## config.mk

```make
export PLATFORM = sky130hd
export DESIGN_NAME = pmwe_unit
export DESIGN_NICKNAME = d
export VERILOG_FILES = /design/src/core/pmwe_pkg.sv /design/src/core/pmwe_unit.sv
export VERILOG_INCLUDE_DIRS = /design/src /design/src/core
export SDC_FILE = /design/constraint.sdc
export NUM_CORES = 1
export LEC_CHECK = 0
export ABC_AREA = 1
export BUFFER_PORTS_ARGS = -buffer_cell sky130_fd_sc_hd__buf_4
export CAP_MARGIN = 40
export CORE_MARGIN = 4
export CORE_UTILIZATION = 40
export DETAILED_ROUTE_END_ITERATION = 8
export PLACE_DENSITY_LB_ADDON = 0.1
export SLEW_MARGIN = 30
export SYNTH_ARGS = -nofsm -noshare
export SYNTH_HDL_FRONTEND = slang
export SYNTH_SLANG_ARGS = --single-unit
```

## constraint.sdc

```tcl
create_clock -name sys_clk -period 2.2 [get_ports sys_clk]
set_clock_uncertainty 0.2 [all_clocks]
set_input_delay 0.22 -clock sys_clk [delete_from_list [all_inputs] [get_ports sys_clk]]
set_output_delay 0.22 -clock sys_clk [all_outputs]
set_load 0.02 [all_outputs]
```

## src/core/pmwe_params.svh

```systemverilog
// ==========================================================================
// Function
// - reset leaves power mode at normal
// - mode 01 selects energy detect
// - no energy past go-sleep time: low power
// - energy past wake-up time wakes when auto-wakeup is set
// - auto-wakeup picks normal state or normal mode
// - low power gates all but energy detect
// - energy event drives power event output
// - energy event interrupt when enabled
// - wake register read leaves low power when auto-wakeup is clear
// - mode 10 is soft power down
// - only wake register read exits power down
// - power saving needs autoneg, no cable, bit10
// - power saving gates only unused receive block
// - power-down pin off, rising edge resets chip
// - wake frames report via interrupt or event
// - energy wake sets status bit 2
// - link-up sets status bit 3
// - pattern frame bit 4, wake frame bit 5
// - four wake frames enabled by bits 0-3
// - bit 7 enables pattern frame scanning
// - six ff then sixteen node addresses
// - pattern frame needs good crc and address
`ifndef PMWE_PARAMS_SVH
`define PMWE_PARAMS_SVH
`define PMWE_OFF_GLOBAL_RESET_WAKE 8'h26
`define PMWE_OFF_WAKE_FRAME_CTRL   8'h2a
`define PMWE_OFF_WAKE_FRAME0       8'h30
`define PMWE_OFF_WAKE_FRAME_STEP   8'h10
`define PMWE_OFF_INT_ENABLE        8'h90
`define PMWE_OFF_INT_STATUS        8'h92
`define PMWE_OFF_PM_CTRL           8'hd4
`define PMWE_OFF_SLEEP_WAKE_TIMER  8'hd6
`define PMWE_OFF_PORT_CTRL         8'hf6
`define PMWE_MODE_NORMAL   2'h0
`define PMWE_MODE_ENERGY   2'h1
`define PMWE_MODE_SOFT_PD  2'h2
`define PMWE_MODE_SAVING   2'h3
`define PMWE_PM_WAKE_NORMAL 6
`define PMWE_PM_AUTO_WAKE   7
`define PMWE_PM_EVENT_EN    8
`define PMWE_INT_ENERGY     2
`define PMWE_INT_LINKUP     3
`define PMWE_INT_PATTERN    4
`define PMWE_INT_WAKEFRAME  5
`define PMWE_WF_PATTERN_EN  7
`define PMWE_PORT_SAVING    10
`define PMWE_SYNC_BYTES     3'h6
`define PMWE_ADDR_COPIES    5'h10
`define PMWE_ADDR_LAST      3'h5
`define PMWE_TICK_US        10
`define PMWE_CLK_MHZ        200
`define PMWE_TICK_CYCLES    (`PMWE_TICK_US * `PMWE_CLK_MHZ)
`define PMWE_RST_PM_CTRL    16'h0000
`define PMWE_RST_TIMER      16'h0000
`define PMWE_RST_ZERO16     16'h0000
`endif

```

## src/core/pmwe_pkg.sv

```systemverilog
package pmwe_pkg;
    typedef enum logic [2:0] {
        PMWE_NORMAL  = 3'b000,
        PMWE_AWAKE   = 3'b001,
        PMWE_LOWPWR  = 3'b011,
        PMWE_SOFT_PD = 3'b010,
        PMWE_SAVING  = 3'b110
    } pmwe_state_e;
    typedef struct packed {
        logic        rd;
        logic        wr;
        logic [7:0]  addr;
        logic [15:0] wdata;
    } pmwe_bus_s;
    typedef struct packed {
        logic       valid;
        logic       sof;
        logic       eof;
        logic       crc_ok;
        logic       da_ok;
        logic [7:0] data;
    } pmwe_rx_s;
    typedef struct packed {
        logic pll_en;
        logic phy_en;
        logic phy_rx_unused_off;
        logic energy_det_en;
        logic mac_en;
        logic host_en;
    } pmwe_gate_s;
endpackage

```

## src/core/pmwe_unit.sv

```systemverilog
`timescale 1ns/1ps
`include "pmwe_params.svh"
module pmwe_unit (
    // clock and reset
    input  wire  logic                 sys_clk,
    input  wire  logic                 reset_n,
    // register port
    input  wire  pmwe_pkg::pmwe_bus_s  bus,
    output logic [15:0]                rdata,
    // line status
    input  wire  logic                 energy_present,
    input  wire  logic                 link_up,
    input  wire  logic                 autoneg_en,
    input  wire  logic [47:0]          node_addr,
    input  wire  logic [1:0]           frame_crc_hit,
    input  wire  pmwe_pkg::pmwe_rx_s   rx,
    input  wire  logic [15:0]          rx_frame_crc,
    // power-down pin
    input  wire  logic                 chip_power_down_pin_n,
    // outputs
    output pmwe_pkg::pmwe_gate_s       gate,
    output logic                       chip_reset_n,
    output logic                       interrupt_output_low_n,
    output logic                       power_event_output
);
    import pmwe_pkg::*;

    // ======================================================================
    // registers
    logic [15:0] pm_ctrl_q, timer_q, int_en_q, int_stat_q, wf_ctrl_q, port_q;
    logic [15:0] wf_crc_q [4];
    logic        pin_q, pwr_rst_q;
    pmwe_state_e state_q;
    logic        energy_evt, link_evt, pattern_evt, frame_evt, wake_rd, wake_to_mode;

    function automatic logic hit(input logic [7:0] a, input logic [7:0] off);
        hit = (a == off);
    endfunction

    assign wake_rd = bus.rd && hit(bus.addr, `PMWE_OFF_GLOBAL_RESET_WAKE);

    // ======================================================================
    // power-down pin: low holds chip off, rising edge resets registers
    always_ff @(posedge sys_clk or negedge reset_n) begin
        if (!reset_n) begin
            pin_q     <= 1'b1;
            pwr_rst_q <= 1'b0;
        end else begin
            pin_q     <= chip_power_down_pin_n;
            pwr_rst_q <= chip_power_down_pin_n && !pin_q;
        end
    end
    // pin_q term keeps the reset low across the rising edge, no release glitch
    assign chip_reset_n = chip_power_down_pin_n && pin_q && !pwr_rst_q;

    // ======================================================================
    // register writes; power saving mode keeps them accessible
    always_ff @(posedge sys_clk or negedge reset_n) begin
        if (!reset_n) begin
            pm_ctrl_q <= `PMWE_RST_PM_CTRL;
            timer_q   <= `PMWE_RST_TIMER;
            int_en_q  <= `PMWE_RST_ZERO16;
            wf_ctrl_q <= `PMWE_RST_ZERO16;
            port_q    <= `PMWE_RST_ZERO16;
            for (int i = 0; i < 4; i++) begin
                wf_crc_q[i] <= `PMWE_RST_ZERO16;
            end
        end else if (pwr_rst_q) begin
            pm_ctrl_q <= `PMWE_RST_PM_CTRL;
            timer_q   <= `PMWE_RST_TIMER;
            int_en_q  <= `PMWE_RST_ZERO16;
            wf_ctrl_q <= `PMWE_RST_ZERO16;
            port_q    <= `PMWE_RST_ZERO16;
            for (int i = 0; i < 4; i++) begin
                wf_crc_q[i] <= `PMWE_RST_ZERO16;
            end
        end else begin
            if (bus.wr && gate.host_en) begin
                if (hit(bus.addr, `PMWE_OFF_PM_CTRL)) begin
                    pm_ctrl_q <= bus.wdata;
                end
                if (hit(bus.addr, `PMWE_OFF_SLEEP_WAKE_TIMER)) begin
                    timer_q <= bus.wdata;
                end
                if (hit(bus.addr, `PMWE_OFF_INT_ENABLE)) begin
                    int_en_q <= bus.wdata;
                end
                if (hit(bus.addr, `PMWE_OFF_WAKE_FRAME_CTRL)) begin
                    wf_ctrl_q <= bus.wdata;
                end
                if (hit(bus.addr, `PMWE_OFF_PORT_CTRL)) begin
                    port_q <= bus.wdata;
                end
                for (int i = 0; i < 4; i++) begin
                    if (hit(bus.addr, 8'(`PMWE_OFF_WAKE_FRAME0 + i * `PMWE_OFF_WAKE_FRAME_STEP))) begin
                        wf_crc_q[i] <= bus.wdata;
                    end
                end
            end
            // waking into normal operation mode also clears the mode field
            if ((state_q == PMWE_SOFT_PD && wake_rd) || wake_to_mode) begin
                pm_ctrl_q[1:0] <= `PMWE_MODE_NORMAL;
            end
        end
    end

    // ======================================================================
    // slow tick and energy timers
    logic [15:0] tick_cnt_q;
    logic        tick;
    logic [7:0]  tmr_q;
    logic        energy_q, sleep_due, wake_due;

    assign tick = (tick_cnt_q == 16'(`PMWE_TICK_CYCLES - 1));

    always_ff @(posedge sys_clk or negedge reset_n) begin
        if (!reset_n) begin
            tick_cnt_q <= 16'h0000;
        end else begin
            tick_cnt_q <= tick ? 16'h0000 : tick_cnt_q + 16'h0001;
        end
    end

    // one counter serves both timers; it restarts when energy changes
    always_ff @(posedge sys_clk or negedge reset_n) begin
        if (!reset_n) begin
            energy_q <= 1'b0;
            tmr_q    <= 8'h00;
        end else begin
            energy_q <= energy_present;
            if (energy_present != energy_q || state_q == PMWE_NORMAL) begin
                tmr_q <= 8'h00;
            end else if (tick && tmr_q != 8'hff) begin
                tmr_q <= tmr_q + 8'h01;
            end
        end
    end

    assign sleep_due = !energy_q && !energy_present && tmr_q > timer_q[7:0];
    assign wake_due  = energy_q && energy_present && tmr_q > timer_q[15:8];
    assign wake_to_mode = state_q == PMWE_LOWPWR && wake_due
                          && pm_ctrl_q[`PMWE_PM_AUTO_WAKE] && pm_ctrl_q[`PMWE_PM_WAKE_NORMAL];

    // ======================================================================
    // power mode sequencer
    always_ff @(posedge sys_clk or negedge reset_n) begin
        if (!reset_n) begin
            state_q <= PMWE_NORMAL;
        end else if (pwr_rst_q) begin
            state_q <= PMWE_NORMAL;
        end else begin
            unique case (state_q)
                PMWE_NORMAL: begin
                    unique case (pm_ctrl_q[1:0])
                        `PMWE_MODE_ENERGY: state_q <= PMWE_AWAKE;
                        `PMWE_MODE_SOFT_PD: state_q <= PMWE_SOFT_PD;
                        `PMWE_MODE_SAVING: begin
                            if (autoneg_en && !link_up && port_q[`PMWE_PORT_SAVING]) begin
                                state_q <= PMWE_SAVING;
                            end
                        end
                        default: state_q <= PMWE_NORMAL;
                    endcase
                end
                PMWE_AWAKE: begin
                    if (pm_ctrl_q[1:0] != `PMWE_MODE_ENERGY) begin
                        state_q <= PMWE_NORMAL;
                    end else if (sleep_due) begin
                        state_q <= PMWE_LOWPWR;
                    end
                end
                PMWE_LOWPWR: begin
                    if (wake_to_mode) begin
                        state_q <= PMWE_NORMAL;
                    end else if (wake_due && pm_ctrl_q[`PMWE_PM_AUTO_WAKE]) begin
                        state_q <= PMWE_AWAKE;
                    end else if (wake_rd && !pm_ctrl_q[`PMWE_PM_AUTO_WAKE]) begin
                        state_q <= PMWE_AWAKE;
                    end
                end
                PMWE_SOFT_PD: begin
                    if (wake_rd) begin
                        state_q <= PMWE_NORMAL;
                    end
                end
                PMWE_SAVING: begin
                    if (pm_ctrl_q[1:0] != `PMWE_MODE_SAVING || !port_q[`PMWE_PORT_SAVING]) begin
                        state_q <= PMWE_NORMAL;
                    end
                end
            endcase
        end
    end

    // ======================================================================
    // block gating
    always_comb begin
        gate = '{default: 1'b1};
        gate.phy_rx_unused_off = 1'b0;
        if (!chip_power_down_pin_n) begin
            gate = '0;
        end else begin
            unique case (state_q)
                PMWE_LOWPWR: begin
                    gate = '0;
                    gate.energy_det_en = 1'b1;
                end
                PMWE_SOFT_PD: gate = '0;
                PMWE_SAVING: gate.phy_rx_unused_off = !link_up && !energy_present;
                default: ;
            endcase
        end
    end

    // ======================================================================
    // remote-wake pattern scanner: sync run then sixteen address copies
    logic [2:0] ff_run_q, byte_q;
    logic [4:0] copy_q;
    logic       seq_ok_q;
    logic [7:0] addr_byte;

    function automatic logic [7:0] addr_at(input logic [47:0] a, input logic [2:0] i);
        addr_at = a[8'(47 - 8 * i) -: 8];
    endfunction

    assign addr_byte = addr_at(node_addr, byte_q);

    always_ff @(posedge sys_clk or negedge reset_n) begin
        if (!reset_n) begin
            ff_run_q <= 3'h0;
            byte_q   <= 3'h0;
            copy_q   <= 5'h00;
            seq_ok_q <= 1'b0;
        end else if (rx.valid && rx.sof) begin
            ff_run_q <= 3'h0;
            byte_q   <= 3'h0;
            copy_q   <= 5'h00;
            seq_ok_q <= 1'b0;
        end else if (rx.valid && wf_ctrl_q[`PMWE_WF_PATTERN_EN] && !seq_ok_q) begin
            if (ff_run_q == `PMWE_SYNC_BYTES && rx.data == addr_byte) begin
                // extra ff bytes before the first copy keep the sync alive
                if (byte_q == `PMWE_ADDR_LAST) begin
                    byte_q <= 3'h0;
                    copy_q <= copy_q + 5'h01;
                    if (copy_q == `PMWE_ADDR_COPIES - 5'h01) begin
                        seq_ok_q <= 1'b1;
                    end
                end else begin
                    byte_q <= byte_q + 3'h1;
                end
            end else if (rx.data == 8'hff) begin
                byte_q   <= 3'h0;
                copy_q   <= 5'h00;
                // an ff inside a broken copy run starts a fresh sync count
                if (byte_q != 3'h0 || copy_q != 5'h00) begin
                    ff_run_q <= 3'h1;
                end else begin
                    ff_run_q <= (ff_run_q == `PMWE_SYNC_BYTES) ? ff_run_q : ff_run_q + 3'h1;
                end
            end else begin
                ff_run_q <= 3'h0;
                byte_q   <= 3'h0;
                copy_q   <= 5'h00;
            end
        end
    end

    assign pattern_evt = rx.valid && rx.eof && seq_ok_q && rx.crc_ok && rx.da_ok;

    // ======================================================================
    // wake frames: per-frame crc compare at end of frame
    always_comb begin
        frame_evt = 1'b0;
        for (int i = 0; i < 4; i++) begin
            if (wf_ctrl_q[i] && rx_frame_crc == wf_crc_q[i]) begin
                frame_evt = rx.valid && rx.eof && rx.crc_ok && rx.da_ok;
            end
        end
    end

    // ======================================================================
    // sticky status and event outputs
    logic link_q;
    always_ff @(posedge sys_clk or negedge reset_n) begin
        if (!reset_n) begin
            link_q <= 1'b0;
        end else begin
            link_q <= link_up;
        end
    end

    assign energy_evt = state_q == PMWE_LOWPWR && wake_due;
    assign link_evt   = link_up && !link_q;

    logic [15:0] set_v, clr_v;
    always_comb begin
        set_v = '0;
        set_v[`PMWE_INT_ENERGY]    = energy_evt;
        set_v[`PMWE_INT_LINKUP]    = link_evt;
        set_v[`PMWE_INT_PATTERN]   = pattern_evt;
        set_v[`PMWE_INT_WAKEFRAME] = frame_evt;
        clr_v = (bus.wr && gate.host_en && hit(bus.addr, `PMWE_OFF_INT_STATUS)) ? bus.wdata : '0;
    end

    // write one to clear; a set in the same cycle wins
    always_ff @(posedge sys_clk or negedge reset_n) begin
        if (!reset_n) begin
            int_stat_q <= `PMWE_RST_ZERO16;
        end else if (pwr_rst_q) begin
            int_stat_q <= `PMWE_RST_ZERO16;
        end else begin
            int_stat_q <= (int_stat_q & ~clr_v) | set_v;
        end
    end

    always_ff @(posedge sys_clk or negedge reset_n) begin
        if (!reset_n) begin
            interrupt_output_low_n <= 1'b1;
            power_event_output     <= 1'b0;
        end else begin
            interrupt_output_low_n <= !(|(int_stat_q & int_en_q));
            power_event_output     <= pm_ctrl_q[`PMWE_PM_EVENT_EN]
                                      && |(int_stat_q & 16'h003c);
        end
    end

    // ======================================================================
    // read data; unmapped reads give zero
    always_ff @(posedge sys_clk or negedge reset_n) begin
        if (!reset_n) begin
            rdata <= 16'h0000;
        end else if (bus.rd) begin
            unique case (bus.addr)
                `PMWE_OFF_PM_CTRL:          rdata <= pm_ctrl_q;
                `PMWE_OFF_SLEEP_WAKE_TIMER: rdata <= timer_q;
                `PMWE_OFF_INT_ENABLE:       rdata <= int_en_q;
                `PMWE_OFF_INT_STATUS:       rdata <= int_stat_q;
                `PMWE_OFF_WAKE_FRAME_CTRL:  rdata <= wf_ctrl_q;
                `PMWE_OFF_PORT_CTRL:        rdata <= port_q;
                default:                    rdata <= 16'h0000;
            endcase
        end
    end
endmodule

```

==> impl_metrics.toml <==
[timing]
tns_ps = -126.7
finalSetupViolations = 5
period_needed_ps = 2243
slew_violations = 0
relSlewSlack_pct = 51.45
fin_hold_ws_ps = -18.94
hold_violations = 1
rsz0062_at_grt = "true"
tightest_slew_ps = 726.5
fmax_ghz = 0.4459
min_period_over_period_pct = 101.9
setup_slack_ps = -42.66

[clock_network]
cts_made_buffers = 26
clock_path_buffers = 3
root_buffer = "clkbuf_16"
tritoncts = "done"
clock_latency_ps = 530
htree_levels = 1
clk_pin_slew_worst_paths_ps = 60
clock_sinks = 221

[outcome]
status = "complete, but fails checks"
violations = "hold timing, setup timing"

[cells_and_area]
synthToLayoutAreaGrowth_pct = 31.78
multi_input_area_sq_um = 5510
register_area_sq_um = 5539
final_cell_area_sq_um = 15320
layout_commonest_cell = "nand2_1"
final_cell_mix = "337 x nand2_1, 214 x dfrtp_1, 207 x buf_4, 172 x inv_1, 142 x o21ai_0"
nNetsFinal = 1841
fin_util_pct = 53.37
fillers = 2781
final_layout_size_suffix_gt1_share_pct = 21.57

[min_path]
hold_depth = 6
min_path_type = "input port to flop"
min_to = "seq_ok_q"
min-delay-start = "rx[1]"

[drt]
dr.pass1.iters = 5
viasPerCell = 5.190
vias = 10924
drtIter0Drc = 942
detail_route.wl_per_cell_um = 18.22
drc_errors = 0
ant_nets = 0
routed_wl_um = 38360

[grt]
grt_pass1_vias = 10373
grt_use_total_pct = 23.63
grt_busiest_layer = "met2"
grt_first_pass_wirelength_um = 58670
use_met3_pct = 3.688
grt_max_degree = 51
grt-ovfl-total = 0
met2_usage_pct = 37.25
antenna_found_initial = 0
grt_use_met1_pct = 34.21

[yosys]
synth.area.mux_share_pct = 0
synth_compound_gate_area_share_pct = 16.91
synth_xor_area_share_pct = 1.884
synthCells = 1472
async_reset_ff_share_pct = 100.0
synth_top_family_by_area = "simple AND/OR/NAND/NOR gates"
synth_edf_count = 0
ys_types = 50
ys_ff_latch = 221
synth_flop_cell = "dfrtp_1"
ys.warnings.count = 0
synth-simple-area-share_pct = 22.39
synth_area_sq_um = 11620
synth_seq_area_share_pct = 47.60
synthAdderAreaFrac_pct = 2.799
synth_nets = 1609
syn_area_per_cell_sq_um = 7.897

[die]
rows = 62
io_pins = 136
die_y_um = 178.5
die_area_sq_um = 31850
die_w_um = 178.5
initial_core_util_pct = 40.50
core_sq_um = 28700

[setup_path]
cp-start-kind = "flop"
r2r_cells = 12
cp-end-kind = "flop"
arrival_ps = 2500
r2r-end = "byte_q[2]"
r2r_setup_slack_ps = -40
r2r_start = "byte_q[0]"
cp_data_required_time_ps = 2460
critical_path_class = "flop to flop"
cp_max_fo = 7

[power]
power_switching_uw = 3556
p_int_uw = 8108
p_per_area_nw_per_um2 = 761.5
pwr-share-comb_pct = 23.0
peakVddDrop_uv = 489.3
switching_share_pct = 30.49
p_clk_share_pct = 36.0
p_total_uw = 11660
seqPwrFrac_pct = 41.0
p_leak_uw = 0.007501

[placed_design]
place.gp.congestion = 0.8887
dp_hpwl_um = 27430
dpl_cell_area_sq_um = 13610
portBuffers = 133

[run]
cap_viol_max_count = 0
==> cell usage after synthesis, types with 3 or more instances <==
library cell    n  share of area [%]
a211oi_1        4               0.26
a21oi_1        61                2.6
a21oi_2         6               0.45
a221oi_1       18                1.4
a22o_1         14                1.1
and3_1          4               0.22
buf_2          18               0.78
buf_4           6               0.39
clkbuf_1       27               0.87
dfrtp_1       219                 47
ha_1           26                2.8
inv_1         178                5.7
inv_2           8               0.26
nand2_1       355                 11
nand2_2         3               0.16
nand3_1        74                3.2
nand4_1        15               0.81
nor2_1        116                3.7
nor2_2          3               0.16
nor3_1         20               0.86
nor3b_1         5               0.32
nor4_1         10               0.54
o2111ai_1       3               0.23
o211ai_1       15               0.97
o21ai_0       147                6.3
o21ai_1        35                1.5
o22ai_1        23                1.2
or2_1           3               0.16
or2_2           5               0.27
xnor2_1         9               0.68
xor2_1         16                1.2
==> cell families after synthesis <==
logic type | Yosys count
simple gates | 618
flops | 221
buf+inv | 244
compound gates | 338
fa+ha+maj | 26
xor+xnor | 25
==> metrics by stage <==
step / hold slack [ps] / instances / setup WS [ps]
6_report: -18.94 / 2105 / -42.66
5_1_grt: 29.04 / 2104 / -187.1
4_1_cts: 0.2882 / 2088 / -19.60
3_5_place_dp: -22.39 / 2014 / -80.91
3_3_place_gp: -19.41 / 2014 / -205.6
2_1_floorplan: -275.6 / 1472 / 44.75
==> sequential cells by signal (all words and copies together) (netlist names) <==
name and cells:
byte_q 3, copy_q 5, energy_q 1, ff_run_q 3, int_en_q 16, int_stat_q 16, interrupt_output_low_n 1, link_q 1
pin_q 1, pm_ctrl_q 16, port_q 16, power_event_output 1, pwr_rst_q 1, rdata 16, seq_ok_q 1, state_q 3
tick_cnt_q 16, timer_q 16, tmr_q 8, wf_crc_q 64, wf_ctrl_q 16
==> routing by layer <==
layer | routed length [um] | vias to the layer above | share of wire, %
met5 | 0 | - | 0
met4 | 914 | 0 | 2.4
met3 | 2236 | 61 | 5.8
met2 | 17610 | 305 | 46
met1 | 17600 | 5216 | 46
li1 | - | 5342 | -
==> power groups by stage <==
stage	clock, uW	sequential [uW]	combinational, uW
floorplan	0	4770	1360
global placement	0	4830	2310
detailed placement	0	4840	2360
CTS	4270	4770	2420
global route	4430	4830	3000
finish	4190	4780	2690
==> worst max-delay path by stage <==
| stage | from | end | slack [ps] | depth (start not counted) |
|---|---|---|---|---|
| global route | byte_q[0] | byte_q[2] | -190 | 12 |
| global placement | state_q[2] | wf_crc_q[36] | -210 | 11 |
| floorplan | byte_q[2] | copy_q[2] | 40 | 14 |
| finish | byte_q[0] | byte_q[2] | -40 | 12 |
| CTS | byte_q[1] | byte_q[2] | -20 | 13 |
| detailed placement | byte_q[0] | byte_q[2] | -80 | 11 |
==> worst max-delay path, cell delays in order (launching register included) <==
cell and delay, ps:
dfrtp_2 430, buf_12 140, buf_8 120, or2_2 300
nand3_2 90, nand3_2 90, nand3_2 90, nand2_2 60
nor2_4 140, nand4_4 150, nand2_4 160, nand2_2 90
nor2_2 100
==> what timing repair did <==
item,4_1_cts,5_1_grt
pin swaps,1,41
hold buffers,30,0
endpoints found under the hold margin,257,0
resized for setup,8,101
setup endpoints to repair,12,40
gates cloned,0,6
buffers inserted,0,10
==> area by class of cell <==
cell class | instances | share of cell area [%]
Tap cell | 384 | 3.137
Sequential cell | 221 | 36.16
Clock inverter | 4 | 0.3186
Antenna cell | 1 | 0.01634
Multi-Input combinational cell | 1008 | 35.97
Clock buffer | 40 | 4.991
Timing Repair inverter | 1 | 0.05718
Inverter | 189 | 4.795
Timing Repair Buffer | 257 | 14.55
No activity file was read; power rests on OpenSTA's default activity.
